===== src/rtl/lcm_regs.vh =====
// command encodings, mode-register fields and timing counts for the command decoder
`ifndef LCM_REGS_VH
`define LCM_REGS_VH
// ==========================================
// command encodings {cs_n, ras_n, cas_n, we_n}
`define LCM_CMD_LOAD 4'h0
`define LCM_CMD_REFRESH 4'h1
`define LCM_CMD_PRECHARGE 4'h2
`define LCM_CMD_ACTIVATE 4'h3
`define LCM_CMD_WRITE 4'h4
`define LCM_CMD_READ 4'h5
`define LCM_CMD_TERMINATE 4'h6
`define LCM_CMD_NOP 4'h7
// ==========================================
// mode register fields
`define LCM_MR_BL_LSB 0
`define LCM_MR_BL_MSB 2
`define LCM_MR_BT_BIT 3
`define LCM_MR_CL_LSB 4
`define LCM_MR_CL_MSB 6
`define LCM_EMR_DS_LSB 5
`define LCM_EMR_DS_MSB 7
`define LCM_AP_BIT 10
// burst length codes
`define LCM_BL_2 3'h1
`define LCM_BL_4 3'h2
`define LCM_BL_8 3'h3
`define LCM_BL_16 3'h4
`define LCM_BL_FULL 3'h7
`define LCM_FULL_PAGE_LEN 9'h100
// ==========================================
// timing
`define LCM_CLK_PERIOD_NS 100
`define LCM_MRD_CLKS 2
`define LCM_XSR_NS 120
`define LCM_XP_NS 25
`define LCM_RFC_NS 72
`endif


===== src/rtl/lcm_fifo.v =====
// parameterised valid/ready fifo for masked write data
`timescale 1ns/100ps
`default_nettype none
module lcm_fifo #(
  parameter WIDTH = 36,
  parameter DEPTH = 8,
  parameter AW = 3
)(
  // clock and reset
  input wire clk_i,
  input wire rst_n_i,
  // fill side
  input wire in_valid_i,
  output wire in_ready_o,
  input wire [WIDTH-1:0] in_data_i,
  // drain side
  output wire out_valid_o,
  input wire out_ready_i,
  output wire [WIDTH-1:0] out_data_o
);
  reg [WIDTH-1:0] mem [0:DEPTH-1]; // storage
  reg [AW-1:0] wr_ff; // write pointer
  reg [AW-1:0] rd_ff; // read pointer
  reg [AW:0] cnt_ff; // fill level
  wire push;
  wire pop;
  assign in_ready_o = (cnt_ff != DEPTH[AW:0]);
  assign out_valid_o = (cnt_ff != {(AW+1){1'b0}});
  assign out_data_o = mem[rd_ff];
  assign push = in_valid_i & in_ready_o;
  assign pop = out_valid_o & out_ready_i;
  // ==========================================
  // pointers and level
  always @(posedge clk_i)
  begin
    if (!rst_n_i)
    begin
      wr_ff <= {AW{1'b0}};
      rd_ff <= {AW{1'b0}};
      cnt_ff <= {(AW+1){1'b0}};
    end
    else
    begin
      if (push)
        wr_ff <= (wr_ff == DEPTH[AW-1:0] - 1'b1) ? {AW{1'b0}} : wr_ff + 1'b1;
      if (pop)
        rd_ff <= (rd_ff == DEPTH[AW-1:0] - 1'b1) ? {AW{1'b0}} : rd_ff + 1'b1;
      if (push & ~pop)
        cnt_ff <= cnt_ff + 1'b1;
      else if (pop & ~push)
        cnt_ff <= cnt_ff - 1'b1;
    end
  end
  // ==========================================
  // storage has no reset, data only
  always @(posedge clk_i)
  begin
    if (push)
      mem[wr_ff] <= in_data_i;
  end
endmodule // lcm_fifo
`default_nettype wire


===== src/rtl/lcm_top.v =====
// command decoder, mode registers and power states of a four-bank low-power ddr memory
// Contract
// - all-low command with banks zero loads mode
// - two clocks before next command after load
// - two bank bits select banks A-D
// - auto-precharge bit precharges all banks (on a read or write the code closes only the burst's bank)
// - burst terminate accepted at every length
// - mask bit high discards write byte
// - mode register undefined until programmed
// - fields: burst length, type, read latency
// - full page burst is 256 columns
// - auto-refresh precharges internally
// - burst order sequential wrap or interleaved
// - extended load sets drive strength
`timescale 1ns/100ps
`default_nettype none
`include "lcm_regs.vh"
module lcm_top #(
  parameter NBANK = 4,
  parameter DQW = 32
)(
  // clock and reset
  input wire CLOCK_I,
  input wire RST_N_I,
  // command and address
  input wire CKE_I,
  input wire CS_N_I,
  input wire RAS_N_I,
  input wire CAS_N_I,
  input wire WE_N_I,
  input wire [1:0] BANK_SELECT_BITS_I,
  input wire [10:0] ADDR_I,
  // write data, already sampled on strobe edges
  input wire WDATA_VALID_I,
  input wire [DQW-1:0] WDATA_I,
  input wire [DQW/8-1:0] WRITE_BYTE_MASK_I,
  output wire WDATA_READY_O,
  // write data to the array
  output wire ARR_VALID_O,
  input wire ARR_READY_I,
  output wire [DQW-1:0] ARR_DATA_O,
  output wire [DQW/8-1:0] ARR_BYTE_EN_O,
  output reg [1:0] ARR_BANK_O,
  output reg [7:0] ARR_COL_O,
  // status
  output reg [NBANK-1:0] BANK_OPEN_O,
  output reg MODE_VALID_O,
  output reg [2:0] BURST_LEN_CODE_O,
  output reg BURST_INTERLEAVED_O,
  output reg [2:0] READ_LATENCY_O,
  output reg [2:0] DRIVE_STRENGTH_O,
  output reg BURST_ACTIVE_O,
  output reg BUSY_O,
  output reg CMD_ILLEGAL_O,
  output reg [2:0] POWER_STATE_O
);
  // ==========================================
  // power states
  localparam ST_IDLE = 3'h0;
  localparam ST_SELF_REFRESH = 3'h1;
  localparam ST_POWER_DOWN = 3'h2;
  localparam ST_DEEP_POWER_DOWN = 3'h3;
  localparam ST_EXIT = 3'h4;
  // derived counts, rounded up, at least one cycle
  localparam MRD_CLKS = `LCM_MRD_CLKS;
  localparam XSR_CLKS = (`LCM_XSR_NS + `LCM_CLK_PERIOD_NS - 1) / `LCM_CLK_PERIOD_NS;
  localparam XP_CLKS = (`LCM_XP_NS + `LCM_CLK_PERIOD_NS - 1) / `LCM_CLK_PERIOD_NS;
  localparam RFC_CLKS = (`LCM_RFC_NS + `LCM_CLK_PERIOD_NS - 1) / `LCM_CLK_PERIOD_NS;
  // self-refresh exit needs at least two pulses whatever the rate
  localparam XSR_USE = (XSR_CLKS < 2) ? 2 : XSR_CLKS;
  // ==========================================
  // decoding used in several places
  function [3:0] bank_onehot;
    input [1:0] sel;
    begin
      bank_onehot = 4'h1 << sel;
    end
  endfunction
  // burst length in beats from the code
  function [8:0] burst_beats;
    input [2:0] code;
    begin
      case (code)
        `LCM_BL_2: burst_beats = 9'h002;
        `LCM_BL_4: burst_beats = 9'h004;
        `LCM_BL_8: burst_beats = 9'h008;
        `LCM_BL_16: burst_beats = 9'h010;
        `LCM_BL_FULL: burst_beats = `LCM_FULL_PAGE_LEN;
        default: burst_beats = 9'h002;
      endcase
    end
  endfunction
  // ==========================================
  // command capture
  reg cke_prev_ff; // clock enable of the previous edge
  wire [3:0] cmd;
  wire cmd_sel;
  assign cmd = {CS_N_I, RAS_N_I, CAS_N_I, WE_N_I};
  assign cmd_sel = ~CS_N_I;
  wire nop_or_desel;
  assign nop_or_desel = CS_N_I | (cmd == `LCM_CMD_NOP);
  reg [2:0] pstate_ff; // power state
  reg [3:0] wait_ff; // busy window counter
  reg [8:0] beat_ff; // beats left in burst
  reg [8:0] idx_ff; // beat index
  reg [7:0] start_ff; // burst start column
  reg is_wr_ff; // active burst is a write
  reg ap_ff; // auto-precharge pending
  wire normal;
  assign normal = (pstate_ff == ST_IDLE) & cke_prev_ff & (wait_ff == 4'h0);
  wire do_cmd;
  assign do_cmd = normal & CKE_I & cmd_sel;
  // column of the current beat, sequential wrap or interleaved
  reg [7:0] cur_col;
  reg [8:0] len;
  reg [7:0] mask;
  always @*
  begin
    len = burst_beats(BURST_LEN_CODE_O);
    mask = len[7:0] - 8'h01;
    if (BURST_INTERLEAVED_O && BURST_LEN_CODE_O != `LCM_BL_FULL)
      cur_col = (start_ff & ~mask) | ((start_ff ^ idx_ff[7:0]) & mask);
    else
      cur_col = (start_ff & ~mask) | ((start_ff + idx_ff[7:0]) & mask);
  end
  // ==========================================
  // write path buffer; masked bytes are turned into disabled lanes
  wire fifo_valid;
  wire fifo_ready;
  wire [DQW+DQW/8-1:0] fifo_out;
  assign fifo_ready = ARR_READY_I;
  assign ARR_VALID_O = fifo_valid;
  assign ARR_DATA_O = fifo_out[DQW-1:0];
  assign ARR_BYTE_EN_O = fifo_out[DQW+DQW/8-1:DQW];
  wire accept_beat;
  // data arriving outside a write burst is ignored
  assign accept_beat = WDATA_VALID_I & BURST_ACTIVE_O & is_wr_ff & WDATA_READY_O;
  lcm_fifo #(
    .WIDTH(DQW + DQW/8),
    .DEPTH(8),
    .AW(3)
  ) u_fifo (
    .clk_i(CLOCK_I),
    .rst_n_i(RST_N_I),
    .in_valid_i(WDATA_VALID_I & BURST_ACTIVE_O & is_wr_ff),
    .in_ready_o(WDATA_READY_O),
    .in_data_i({~WRITE_BYTE_MASK_I, WDATA_I}),
    .out_valid_o(fifo_valid),
    .out_ready_i(fifo_ready),
    .out_data_o(fifo_out)
  );
  // ==========================================
  // main sequencer
  always @(posedge CLOCK_I)
  begin
    if (!RST_N_I)
    begin
      cke_prev_ff <= 1'b0;
      pstate_ff <= ST_IDLE;
      wait_ff <= 4'h0;
      beat_ff <= 9'h000;
      idx_ff <= 9'h000;
      start_ff <= 8'h00;
      is_wr_ff <= 1'b0;
      ap_ff <= 1'b0;
      BANK_OPEN_O <= {NBANK{1'b0}};
      MODE_VALID_O <= 1'b0;
      BURST_LEN_CODE_O <= 3'h0;
      BURST_INTERLEAVED_O <= 1'b0;
      READ_LATENCY_O <= 3'h0;
      DRIVE_STRENGTH_O <= 3'h0;
      BURST_ACTIVE_O <= 1'b0;
      BUSY_O <= 1'b0;
      CMD_ILLEGAL_O <= 1'b0;
      POWER_STATE_O <= ST_IDLE;
      ARR_BANK_O <= 2'h0;
      ARR_COL_O <= 8'h00;
    end
    else
    begin
      cke_prev_ff <= CKE_I;
      CMD_ILLEGAL_O <= 1'b0;
      if (wait_ff != 4'h0)
        wait_ff <= wait_ff - 4'h1;
      // busy tracks the wait still pending after this edge; loads below override it
      BUSY_O <= (wait_ff > 4'h1);
      // burst progress: writes advance per accepted beat, reads per clock
      if (BURST_ACTIVE_O && (!is_wr_ff || accept_beat))
      begin
        ARR_COL_O <= cur_col;
        idx_ff <= idx_ff + 9'h001;
        if (beat_ff == 9'h001)
        begin
          BURST_ACTIVE_O <= 1'b0;
          if (ap_ff)
            BANK_OPEN_O <= BANK_OPEN_O & ~bank_onehot(ARR_BANK_O);
        end
        beat_ff <= beat_ff - 9'h001;
      end
      case (pstate_ff)
        ST_IDLE:
        begin
          if (normal && !CKE_I)
          begin
            // clock enable falling selects the low-power mode
            if (cmd == `LCM_CMD_REFRESH)
              pstate_ff <= ST_SELF_REFRESH;
            else if (cmd == `LCM_CMD_TERMINATE)
              pstate_ff <= ST_DEEP_POWER_DOWN;
            else if (nop_or_desel)
              pstate_ff <= ST_POWER_DOWN;
            else
              CMD_ILLEGAL_O <= 1'b1;
          end
          else if (do_cmd)
          begin
            case (cmd)
              `LCM_CMD_LOAD:
              begin
                if (BANK_SELECT_BITS_I == 2'h0)
                begin
                  BURST_LEN_CODE_O <= ADDR_I[`LCM_MR_BL_MSB:`LCM_MR_BL_LSB];
                  BURST_INTERLEAVED_O <= ADDR_I[`LCM_MR_BT_BIT];
                  READ_LATENCY_O <= ADDR_I[`LCM_MR_CL_MSB:`LCM_MR_CL_LSB];
                  MODE_VALID_O <= 1'b1;
                end
                else if (BANK_SELECT_BITS_I == 2'h2)
                  DRIVE_STRENGTH_O <= ADDR_I[`LCM_EMR_DS_MSB:`LCM_EMR_DS_LSB];
                else
                  CMD_ILLEGAL_O <= 1'b1;
                wait_ff <= MRD_CLKS[3:0] - 4'h1;
                BUSY_O <= (MRD_CLKS > 1);
              end
              `LCM_CMD_REFRESH:
              begin
                // internal precharge: all banks closed afterwards
                BANK_OPEN_O <= {NBANK{1'b0}};
                wait_ff <= RFC_CLKS[3:0] - 4'h1;
                BUSY_O <= (RFC_CLKS > 1);
              end
              `LCM_CMD_PRECHARGE:
              begin
                if (ADDR_I[`LCM_AP_BIT])
                  BANK_OPEN_O <= {NBANK{1'b0}};
                else
                  BANK_OPEN_O <= BANK_OPEN_O & ~bank_onehot(BANK_SELECT_BITS_I);
              end
              `LCM_CMD_ACTIVATE:
                BANK_OPEN_O <= BANK_OPEN_O | bank_onehot(BANK_SELECT_BITS_I);
              `LCM_CMD_READ, `LCM_CMD_WRITE:
              begin
                // new column command overrides any running burst
                BURST_ACTIVE_O <= MODE_VALID_O;
                CMD_ILLEGAL_O <= ~MODE_VALID_O;
                beat_ff <= burst_beats(BURST_LEN_CODE_O);
                idx_ff <= 9'h000;
                start_ff <= ADDR_I[7:0];
                ap_ff <= ADDR_I[`LCM_AP_BIT];
                is_wr_ff <= (cmd == `LCM_CMD_WRITE);
                ARR_BANK_O <= BANK_SELECT_BITS_I;
              end
              `LCM_CMD_TERMINATE:
                BURST_ACTIVE_O <= 1'b0;
              default:
              begin
              end
            endcase
          end
        end
        ST_SELF_REFRESH:
        begin
          if (CKE_I && nop_or_desel)
          begin
            wait_ff <= XSR_USE[3:0];
            BUSY_O <= 1'b1;
            pstate_ff <= ST_EXIT;
          end
        end
        ST_POWER_DOWN, ST_DEEP_POWER_DOWN:
        begin
          if (CKE_I && nop_or_desel)
          begin
            wait_ff <= XP_CLKS[3:0];
            BUSY_O <= (XP_CLKS > 0);
            pstate_ff <= ST_EXIT;
            // deep power-down loses the mode contents
            if (pstate_ff == ST_DEEP_POWER_DOWN)
            begin
              MODE_VALID_O <= 1'b0;
              BANK_OPEN_O <= {NBANK{1'b0}};
            end
          end
        end
        ST_EXIT:
        begin
          if (wait_ff == 4'h1)
            pstate_ff <= ST_IDLE;
        end
        default:
          pstate_ff <= ST_IDLE;
      endcase
      POWER_STATE_O <= pstate_ff;
    end
  end
endmodule // lcm_top
`default_nettype wire


===== config.mk =====
export PLATFORM = sky130hd
export DESIGN_NAME = lcm_top
export DESIGN_NICKNAME = d
export VERILOG_FILES = /design/src/rtl/lcm_fifo.v /design/src/rtl/lcm_top.v
export VERILOG_INCLUDE_DIRS = /design/src /design/src/rtl
export SDC_FILE = /design/constraint.sdc
export NUM_CORES = 1
export LEC_CHECK = 0
export BUFFER_PORTS_ARGS = -buffer_cell sky130_fd_sc_hd__buf_4
export CORE_MARGIN = 2
export CORE_UTILIZATION = 30
export CTS_CLUSTER_SIZE = 40
export DETAILED_ROUTE_END_ITERATION = 8
export PLACE_DENSITY = 0.44
export SETUP_SLACK_MARGIN = 0.1
export SYNTH_ARGS = -nofsm -noshare
export SYNTH_HDL_FRONTEND = slang
export SYNTH_SLANG_ARGS = --single-unit

===== constraint.sdc =====
create_clock -name CLOCK_I -period 8.1 [get_ports CLOCK_I]
set_input_delay 0.81 -clock CLOCK_I [delete_from_list [all_inputs] [get_ports CLOCK_I]]
set_output_delay 0.81 -clock CLOCK_I [all_outputs]
set_load 0.05 [all_outputs]

After elaboration in Yosys (flattened, before gate mapping). Memory sizes are Yosys's and may differ from the RTL's. A register that Yosys moved wholly into a read port is not among the register bits. Index checks and enable logic that the tools add are counted.

Order comparisons: 1. Shift-type cells: 2. Bitwise operators: 30. Divide/modulo/power cells: 0. Multiplexer cells: 70. Reductions and logical operators: 24. Eq/ne operators: 32. Multipliers: 0. Add/subtract/negate cells: 9.

Operators by type and width (count): 9-bit two-way mux (10); 4-bit two-way mux (15); 9-bit one-hot mux with 4 select lines (1); 3-bit two-way mux (10); 8-bit AND (3); 4-bit one-hot mux with 3 select lines (2); 1-bit two-way mux (23); 4-bit by 3-bit == test with 1-bit output, second input constant (4); 8-bit OR (2); 4-bit one-hot mux with 2 select lines (2); 3-bit == test, second input constant (5); 3-bit by 2-bit == test with 1-bit output, second input constant (4); 4-bit NOT (3); 1-bit AND (10); 2-bit inequality test, second input constant (5); 1-bit one-hot mux with 2 select lines (5); 9-bit by 1-bit adder with 9-bit output, second input constant (1); 9-bit by 1-bit == test with 1-bit output, second input constant (1); 3-bit one-hot mux with 3 select lines (1); 9-bit by 1-bit subtractor with 9-bit output, second input constant (1); 8-bit adder (1); 4-bit AND (2); 4-bit by 1-bit == test with 1-bit output, second input constant (2); 4-bit by 2-bit == test with 1-bit output, second input constant (2); 33 further kinds (53).

Register bits after elaboration: 77. Bits in read-only memories: 0. Latch bits: 0. Word-level logic and storage cells: 192. Output and inout bits: 69. Bits in writable memories: 288. Memories kept: 1.

Memories: u_fifo.mem (words 8, bits a word 36, read ports 1, clocked after memory_dff 1, wr ports 1, line lcm_fifo.v:21) `reg [WIDTH-1:0] mem [0:DEPTH-1];`.

Logic depth before layout (Yosys ltp). Gate-level depths: netlist (run 1).

Depth in word-level cells: 10. Mapped depth: 12. Depth with buffers taken out: 12.

By module. From an unflattened synthesis (run 1), not the netlist that was laid out.

Cell total of the unflattened synthesis: 904. Area, all modules: 15219.6 um2.

Modules (own cells, without submodules): lcm_fifo (seq. area each 8908.5 um2, instances 1, cells each 491, area an instance 11728.7 um2); lcm_top (seq. area each 1321.3 um2, instances 1, cells each 413, area an instance 3490.8 um2).

Worst setup path before layout (run 1). OpenSTA, ideal clock, no wires.

Path kind: reg-to-reg. From: register u_fifo.cnt_ff[0]. To: memory u_fifo.mem[0][0] (enable). Data arrival time: 4.741 ns. Required time: 7.580 ns. Cell stages (with the launch flop): 5. Library setup time: 0.520 ns. Period minus slack after synthesis: 5.261 ns. Setup slack: 2.839 ns. Path through: dfxtp_1 -> nor4b_1 -> inv_1 -> nand4_1 -> nor4_1.

Longest elaborated chain between the ends: 4.

Ends and longest elaborated chain: start, declared (line lcm_fifo.v:24) `reg [AW:0] cnt_ff;`; start signal, assigned (line lcm_fifo.v:40) `cnt_ff <= {(AW+1){1'b0}};`; start signal, assigned (line lcm_fifo.v:49) `cnt_ff <= cnt_ff + 1'b1;`; start signal, assigned (line lcm_fifo.v:51) `cnt_ff <= cnt_ff - 1'b1;`; 4-bit inequality test (line lcm_fifo.v:27) `assign in_ready_o = (cnt_ff != DEPTH[AW:0]);`; net WDATA_READY_O (line lcm_top.v:37) `output wire WDATA_READY_O,`; 1-bit AND (line lcm_fifo.v:30) `assign push = in_valid_i & in_ready_o;`; 1-bit two-way mux (line lcm_fifo.v:58) `if (push)`; 1-bit two-way mux (implied by the code) (line lcm_fifo.v:59) `mem[wr_ff] <= in_data_i;`; end, declared (line lcm_fifo.v:21).

The timed path passes the listed nets, and every way through them passes these cells.

==> impl_metrics.toml, run 1 <==
[detailed_routing]
vias_per_cell = 4.66
dr_total_vias = 8209
first_pass_iters = 4
drc = 0
post_drt_wl_per_cell_um = 19.2
wl_um = 33800
drt-initial-drc-count = 472
antenna_left = 0

[min_path]
min_path_type = "input port to flop"
min_from = "WDATA_I[26]"

[cts]
post_cts_buffers = 0
cts.sinks = 367
cts_tree = "yes"
clk_path_buf_depth = 3
ctsHtreeMaxLevel = 2
insertion_delay_ns = 0.56
cts-resized-gates = 0
clk_pin_slew_ns = 0.06
cts_hold_buffers = 0
numCtsBuffers = 42
cts-root-buf = "clkbuf_16"

[layout]
area_growth_pct = 20.6
fillCellCount = 4672
final_cells = 1763
drive_above_1_share = 0.308
antenna_cells = 0
nets = 1144

[timing]
rsz0062_at_grt = "false"
fin_crit_sh = 0.503
worst_pin_slew_ns = 0.866
fin_skew_ns = 0.0158
hold_viol_final = 0
fmax_mhz = 245
final-max-slew-violation-count = 0
max_slew_margin = 0.421
tns_ns = 0
layout_min_cycle_time_ns = 4.07
setup_viol_count_final = 0
finalWorstSetupSlack_ns = 4.03

[pwr]
peakVddDrop_mv = 0.157
p_leak_uw = 0.00602
p_per_area_nw_per_um2 = 259

[place]
dpl.cell_count = 1685
dp_slack_ns = 4.43
portBuffers = 124
dp.final_hpwl_um = 19500
routabilityCongestion = 0.770

[setup_path]
worst_setup_path_end_kind = "output port"
critical_path_class = "flop to output port"
cpMostUsedCell = "buf_4"
crit_path_max_fanout = 42
critical_path_required_ns = 7.29
crit_arrival_ns = 3.26
critPathBufInv = 2
crit_family = "buffers and inverters"
critical-path-slowest-cell = "buf_4"
critPathLaunchType = "flop"
path_cells = "buf_4 > mux4_2 > mux2_2 > buf_4"
r2r-start = "u_fifo.cnt_ff[0]$_SDFFE_PN0P_"
max_stage_delay_ns = 0.80

[synth]
syn_avg_cell_area_um2 = 16.2
syn_nets = 1005
syn_inst = 926
seq_area_frac_synth = 0.682
ys_async_sr_fraction = 0
yosysUniqueCellTypes = 58
synth_edf_count = 288
ys_warn_count = 0
syn_area_um2 = 15000
ys.flop_type = "edfxtp_1"
ys_ff_latch = 367

[grt]
grt_pass1_vias = 8351
overflow = 0
grt_antenna_before_repair = 0
grt_max_degree = 65
grt_pass1_wl_um = 51500
grt_usage = 0.133

[die]
fp.dieW_um = 228
die_y_um = 228
core_um2 = 49200
io_pins = 127
rows = 81
start_util = 0.305
die_area_um2 = 51800

[status]
status = "finished clean"

[job]
cap_violations = 0
-- final cells by class --
type                       instances  area, µm²  area share
clock inverter                    26        224      0.0124
sequential                       367      10200       0.566
inverter                          19       71.3     0.00394
timing repair buffer             141       1060      0.0585
clock buffer                      52       1120      0.0621
multi-input combinational        494       4550       0.251
tap                              664        831      0.0459
-- cells by family after synthesis --
| group | after synthesis | synth area share |
|---|---|---|
| AOI/OAI and AO/OA | 106 | 0.0449 |
| xor gates and xnor gates | 24 | 0.0140 |
| adders and majority gates | 21 | 0.0185 |
| buffers and inverters | 65 | 0.0186 |
| DFF | 367 | 0.682 |
| muxes | 125 | 0.147 |
| and+or+nand+nor | 218 | 0.0756 |
-- cells in the final DEF, fill, tap and decap left out, types with 17 or more instances in the layout --
| master | n |
|---|---|
| nand2_1 | 58 |
| a21oi_1 | 32 |
| mux2_2 | 38 |
| inv_1 | 19 |
| buf_4 | 141 |
| edfxtp_1 | 288 |
| mux4_2 | 72 |
| clkbuf_16 | 43 |
| nor2_1 | 42 |
| nor2b_1 | 23 |
| dfxtp_1 | 76 |
| o21ai_0 | 24 |
| ha_1 | 19 |
| nand3_1 | 17 |
-- sequential cells by signal, indices dropped and copies added, names as in the netlist, 2 cells and up, named ones only --
name / cells
pstate_ff: 3
POWER_STATE_O: 3
u_fifo.wr_ff: 3
start_ff: 8
wait_ff: 4
u_fifo.cnt_ff: 4
READ_LATENCY_O: 3
BANK_OPEN_O: 4
u_fifo.mem: 288
ARR_COL_O: 8
idx_ff: 8
DRIVE_STRENGTH_O: 3
BURST_LEN_CODE_O: 3
u_fifo.rd_ff: 3
ARR_BANK_O: 2
beat_ff: 9
-- cells in the mapped netlist, types with 10 or more instances --
cell	n	area [µm²]
a21oi_1	32	160
and2_1	10	62.6
buf_2	16	80.1
clkbuf_1	25	93.8
dfxtp_1	79	1580
edfxtp_1	288	8650
ha_1	19	238
inv_1	19	71.3
mux2_2	38	428
mux2i_1	15	150
mux4_2	72	1620
nand2_1	58	218
nand3_1	17	85.1
nor2_1	45	169
nor2b_1	23	144
nor3_1	19	95.1
o21ai_0	24	120
xnor2_1	12	105
xor2_1	12	105
-- layer usage --
layer | up-vias | routed length (µm) | GRT usage | part of all wire
met5 | - | 0 | 0 | 0
met3 | 51 | 1790 | 0.0345 | 0.053
met4 | 0 | 750 | 0.0409 | 0.022
met1 | 4111 | 14700 | 0.169 | 0.44
met2 | 174 | 16500 | 0.222 | 0.49
li1 | 3873 | - | - | -
-- through the flow --
stage	util	instance area [µm²]	total power (µW)	hold WS, ns
3_5_place_dp	0.341	16700	2890	0.472
6_report	0.368	18100	4680	0.485
5_1_grt	0.368	18100	4890	0.453
3_3_place_gp	0.341	16700	2890	0.472
4_1_cts	0.368	18100	4770	0.447
2_1_floorplan	-	15000	2690	0.447
-- where the power goes --
group	total, µW	switching [µW]	internal (µW)
logic	712	392	320
registers	2110	60.7	2050
clock network	1860	770	1090
-- worst register-to-register path, stage by stage, from the launching register on --
cell,delay (ns)
dfxtp_1,0.37
nor4b_1,0.50
inv_1,0.11
nand4_1,0.45
inv_1,0.23
ha_1,0.28
inv_1,0.11
ha_1,0.24
a21o_1,0.18
a21oi_1,0.16
xnor2_1,0.09
or3_1,0.30
a21boi_0,0.16
-- worst paths after layout --
| kind | to | cells past startpoint | slack [ns] |
|---|---|---|---|
| setup / recovery | ARR_DATA_O[17] | 4 | 4.03 |
| hold / removal | u_fifo.mem[4][26]$_DFFE_PP_ | 1 | 0.49 |
| setup reg to reg | u_fifo.cnt_ff[3]$_SDFFE_PN0P_ | 12 | 4.85 |
| hold reg to reg | start_ff[1]$_SDFFE_PN0P_ | 2 | 0.49 |
Power figures use the tool's default switching activity.
==> run 2, diff against run 1 <==
--- a/config.mk
+++ b/config.mk
@@ -6,6 +6,7 @@
 export SDC_FILE = /design/constraint.sdc
 export NUM_CORES = 1
 export LEC_CHECK = 0
+export ABC_AREA = 1
 export BUFFER_PORTS_ARGS = -buffer_cell sky130_fd_sc_hd__buf_4
 export CORE_MARGIN = 2
 export CORE_UTILIZATION = 30
==> constraint.sdc (replaced) <==
create_clock -name CLOCK_I -period 4.1 [get_ports CLOCK_I]
set_input_delay 0.41 -clock CLOCK_I [delete_from_list [all_inputs] [get_ports CLOCK_I]]
set_output_delay 0.41 -clock CLOCK_I [all_outputs]
set_load 0.05 [all_outputs]
==> run 2 against run 1 <==
Worst setup slack lost 3.1 ns. Utilization shrank 0.29 points. Flip-flop and latch count is the same.
==> impl_metrics.toml, run 2 <==
[status]
status = "finished clean"

[synth]
ys_async_sr_fraction = 0
synth_area_leaders = "edfxtp_1, dfxtp_1, nor2_1"
synthMuxAreaShare = 0
syn_area_um2 = 15400
yosysUniqueCellTypes = 45
syn_inst = 1444
syn_avg_cell_area_um2 = 10.7
synth_compound_area_frac = 0.122
synth_top_area_frac = 0.561
ys.flop_type = "edfxtp_1"
synth_edf_count = 288
synthXorXnorAreaFrac = 0.00739
yosys.area_share.adder = 0.0180
syn_nets = 1523
synth_top_family_by_area = "simple AND/OR/NAND/NOR gates"
yosysMostFrequentCell = "nor2_1"
ys_warn_count = 0
ys_ff_latch = 367
seq_area_frac_synth = 0.664
synth-simple-area-share = 0.145
synthTopCellsByCount = "nor2_1, edfxtp_1, o21ai_0"
yosys.area.top_type = "edfxtp_1"

[die]
start_util = 0.302
fp.dieW_um = 231
core_um2 = 51000
rows = 83
io_pins = 127
die_area_um2 = 53200
die_y_um = 231

[detailed_routing]
drt-initial-drc-count = 592
post_drt_wl_per_cell_um = 17.1
antenna_left = 0
dr_total_vias = 10700
first_pass_iters = 5
vias_per_cell = 4.69
wl_um = 39000
drc = 0

[pwr]
peakVddDrop_mv = 0.330
p_leak_uw = 0.00682
p_per_area_nw_per_um2 = 621
power_uw = 11600

[layout]
antenna_cells = 0
largest_register_ffs = 288
final_area_um2 = 18600
drive_above_1_share = 0.156
top_regs = "u_fifo.mem: 288 flops, beat_ff: 9 flops"
layout_common_cells = "nor2_1, edfxtp_1, o21ai_0"
registers.top_by_ff_count = "u_fifo.mem"
final_common_cell = "nor2_1"
area_growth_pct = 20.9
nets = 1646

[cts]
clk_path_buf_depth = 3
post_cts_buffers = 0
cts.sinks = 367
cts-root-buf = "clkbuf_16"
insertion_delay_ns = 0.59
cts_hold_buffers = 0
clk_pin_slew_ns = 0.06
cts-resized-gates = 0
cts_tree = "yes"
numCtsBuffers = 43
ctsHtreeMaxLevel = 2

[setup_path]
crit_path_max_fanout = 72
critPathLaunchType = "flop"
timing.reg2reg.setup_slack_ns = 1.60
reg2reg_depth = 7
r2r-start = "BURST_ACTIVE_O$_SDFF_PN0_"
crit_arrival_ns = 2.76
r2r_end = "u_fifo.mem[7][27]$_DFFE_PP_"
worst_setup_path_end_kind = "output port"
critical_path_class = "flop to output port"
critical_path_required_ns = 3.69

[place]
placed_cell_area_um2 = 17200
routabilityCongestion = 0.822
portBuffers = 124
dp.final_hpwl_um = 22300

[timing]
rsz0062_at_grt = "false"
hold_viol_final = 0
final-max-slew-violation-count = 0
fmax_mhz = 315
worst_pin_slew_ns = 0.978
holdWs_ns = 0.0555
max_slew_margin = 0.348
setup_viol_count_final = 0
fin_crit_sh = 0.774
layout_min_cycle_time_ns = 3.17
tns_ns = 0
fin_skew_ns = 0.0177

[grt]
grt_usage = 0.148
grt_max_degree = 79
grt_pass1_vias = 10500
grt_pass1_wl_um = 60900
grt_antenna_before_repair = 0
overflow = 0

[min_path]
hold_depth = 1
hold_end = "u_fifo.mem[5][23]$_DFFE_PP_"
min_path_type = "input port to flop"
min_from = "WDATA_I[23]"

[job]
cap_violations = 0
run 2: cell types whose count changed after synthesis, moves of 38 or more:
cell / before / now
a21oi_1: 32 / 71
inv_1: 19 / 89
mux2_2: 38 / 0
mux4_2: 72 / 0
nand2_1: 58 / 123
nor2_1: 45 / 313
o21ai_0: 24 / 180
run 2: cell type report:
type,count,area [µm²]
Fill cell,5103,32400
Sequential cell,367,10200
Multi-Input combinational cell,912,4560
Timing Repair Buffer,147,1180
Clock buffer,55,1150
Tap cell,680,851
Inverter,96,364
Clock inverter,23,283
run 2: kinds of logic (layout without fill, tap and decap cells):
logic type / Yosys count / in the layout
and+or+nand+nor: 528 / 528
DFF: 367 / 367
AOI/OAI and AO/OA: 350 / 350
buffers and inverters: 165 / 321
adders and majority gates: 21 / 21
xor gates and xnor gates: 13 / 13
run 2: power breakdown:
| group | internal, µW | switching, µW |
|---|---|---|
| clock | 2270 | 1580 |
| sequential | 4100 | 79.1 |
| combinational | 1010 | 2530 |
| total | 7370 | 4190 |
run 2: stage by stage:
stage,setup slack (ns),util,instances
after floorplan,0.0627,-,1444
after global placement,1.47,0.337,2202
after detailed placement,1.45,0.337,2202
after CTS,0.814,0.365,2280
after global routing,0.678,0.365,2280
final,0.927,0.365,2280
run 2: critical path, cell delays in order (launching register included):
cell and delay [ns]:
dfxtp_2 0.33, buf_4 0.71, o21ai_0 0.22, o22ai_1 0.21, nor2_1 0.07, a31oi_1 0.34
buf_4 0.27
run 2: how the worst max path moves through the flow:
stage / from / end / slack (ns) / cells past startpoint
6_report: flop / ARR_DATA_O[16] / 0.93 / 6
5_1_grt: flop / ARR_DATA_O[15] / 0.68 / 6
4_1_cts: flop / ARR_DATA_O[16] / 0.81 / 6
3_5_place_dp: flop / ARR_DATA_O[16] / 1.45 / 6
3_3_place_gp: flop / ARR_DATA_O[2] / 1.47 / 6
2_1_floorplan: BURST_ACTIVE_O$_SDFF_PN0_ / u_fifo.mem[0][0]$_DFFE_PP_ / 0.06 / 4
run 2: per-layer routing:
metal  vias to the layer above  share of wire  track usage
met4                         0          0.017       0.0369
li1                       5312              -            -
met1                      5139           0.48        0.201
met2                       188           0.46        0.239
met3                        56          0.051       0.0345
met5                         -              0            0
==> run 3, diff against run 2 <==
==> constraint.sdc (replaced) <==
create_clock -name CLOCK_I -period 3.2 [get_ports CLOCK_I]
set_input_delay 0.32 -clock CLOCK_I [delete_from_list [all_inputs] [get_ports CLOCK_I]]
set_output_delay 0.32 -clock CLOCK_I [all_outputs]
set_load 0.05 [all_outputs]
==> run 3 against run 2 <==
Combinational power rose by 31%. Worst setup slack worse by 0.53 ns. Register-to-register slack lost 0.72 ns. Clock power grew 16%.
==> impl_metrics.toml, run 3 (same netlist as run 2, synthesis figures left out) <==
[timing]
max_slew_margin = 0.536
rsz0062_at_grt = "false"
hold_viol_final = 0
finalWorstSetupSlack_ns = 0.398
worst_pin_slew_ns = 0.696
fin_crit_sh = 0.875
fmax_mhz = 357
fin_skew_ns = 0.0116
layout_min_cycle_time_ns = 2.80
final-max-slew-violation-count = 0
holdWs_ns = 0.0479
setup_viol_count_final = 0

[setup_path]
worst_setup_path_end_kind = "output port"
crit_path_max_fanout = 144
r2r-start = "u_fifo.cnt_ff[0]$_SDFFE_PN0P_"
critPathLaunchType = "flop"
critical_path_class = "flop to output port"
crit_arrival_ns = 2.48
critical_path_required_ns = 2.88

[die]
core_um2 = 51000
rows = 83
die_y_um = 231
io_pins = 127
start_util = 0.302
fp.dieW_um = 231
die_area_um2 = 53200

[place]
dp_slack_ns = 0.870
routabilityCongestion = 0.794
dp.final_hpwl_um = 22200
portBuffers = 124

[min_path]
min_path_type = "input port to flop"
min_from = "ADDR_I[5]"

[detailed_routing]
drt-initial-drc-count = 580
wl_um = 39700
antenna_left = 0
first_pass_iters = 5
dr_total_vias = 10800
drc = 0
post_drt_wl_per_cell_um = 17.2
vias_per_cell = 4.69

[cts]
clk_path_buf_depth = 3
cts-root-buf = "clkbuf_16"
cts_tree = "yes"
post_cts_buffers = 0
insertion_delay_ns = 0.55
numCtsBuffers = 41
clk_pin_slew_ns = 0.06
cts-resized-gates = 0
ctsHtreeMaxLevel = 2
cts.sinks = 367
cts_hold_buffers = 32

[layout]
area_growth_pct = 22.0
largest_register_ffs = 288
top_regs = "u_fifo.mem: 288 flops, beat_ff: 9 flops"
fillCellCount = 5023
final_common_cell = "nor2_1"
regArea_um2 = 10200
antenna_cells = 0
layout_common_cells = "nor2_1, edfxtp_1, o21ai_0"
multiInputGateArea_um2 = 4560
drive_above_1_share = 0.144
registers.top_by_ff_count = "u_fifo.mem"
nets = 1676

[grt]
grt_max_degree = 145
overflow = 0
grt_usage = 0.149
grt_antenna_before_repair = 2
grt_pass1_vias = 10600
grt_pass1_wl_um = 61300

[status]
status = "finished clean"

[pwr]
peakVddDrop_mv = 0.535
p_per_area_nw_per_um2 = 769
p_leak_uw = 0.00686

[job]
cap_violations = 0
## run 3: changes by cell type in the layout (fill, tap and decap cells not counted)
cell and change:
buf_12 +3, buf_4 -3, bufinv_16 -2, clkbuf_1 +3, clkbuf_16 -2, clkinv_1 +7
clkinv_16 -2, clkinv_2 -9, dlygate4sd3_1 +32, inv_16 -1, inv_6 +1
## run 3: layout make-up
cell class	instances	share of cell area
Tap cell	680	0.0453
Multi-Input combinational cell	912	0.243
Sequential cell	367	0.545
Timing Repair Buffer	179	0.0818
Clock buffer	56	0.0592
Inverter	96	0.0194
Clock inverter	17	0.00706
## run 3: final timing paths
path	endpoint	slack [ns]	depth (start not counted)
setup / recovery	ARR_DATA_O[11]	0.40	6
hold / removal	start_ff[5]$_SDFFE_PN0P_	0.05	3
setup reg to reg	u_fifo.cnt_ff[3]$_SDFFE_PN0P_	0.88	15
hold reg to reg	DRIVE_STRENGTH_O[2]$_SDFFE_PN0P_	0.45	2
## run 3: per-layer routing
metal / share of wire / wire [µm] / global-route usage
met4: 0.018 / 720 / 0.0369
met2: 0.45 / 17900 / 0.235
met5: 0.00060 / 24 / 0
met1: 0.47 / 18900 / 0.205
met3: 0.057 / 2260 / 0.0383
## run 3: critical path, stage by stage (launching register included)
cell and delay, ns:
dfxtp_4 0.36, buf_12 0.53, o21ai_0 0.19, o22ai_1 0.17
nor2_1 0.07, a31oi_1 0.30, buf_4 0.27
## run 3: metrics by stage
step / instance area (µm²) / std cells / utilization / TNS [ns] / total power [µW]
floorplan: 15400 / 1444 / - / -101.75 / 8650
global placement: 17200 / 2202 / 0.338 / 0 / 10100
detailed placement: 17200 / 2202 / 0.338 / 0 / 10100
CTS: 18800 / 2307 / 0.369 / 0 / 14700
global route: 18800 / 2307 / 0.369 / 0 / 15200
finish: 18800 / 2307 / 0.369 / 0 / 14400
## run 3: power by group
group / switching (µW) / leakage (µW) / internal, µW
sequential: 105 / 0.00323 / 5250
clock: 1880 / 0.000604 / 2590
combinational: 3280 / 0.00303 / 1340
total: 5270 / 0.00686 / 9180
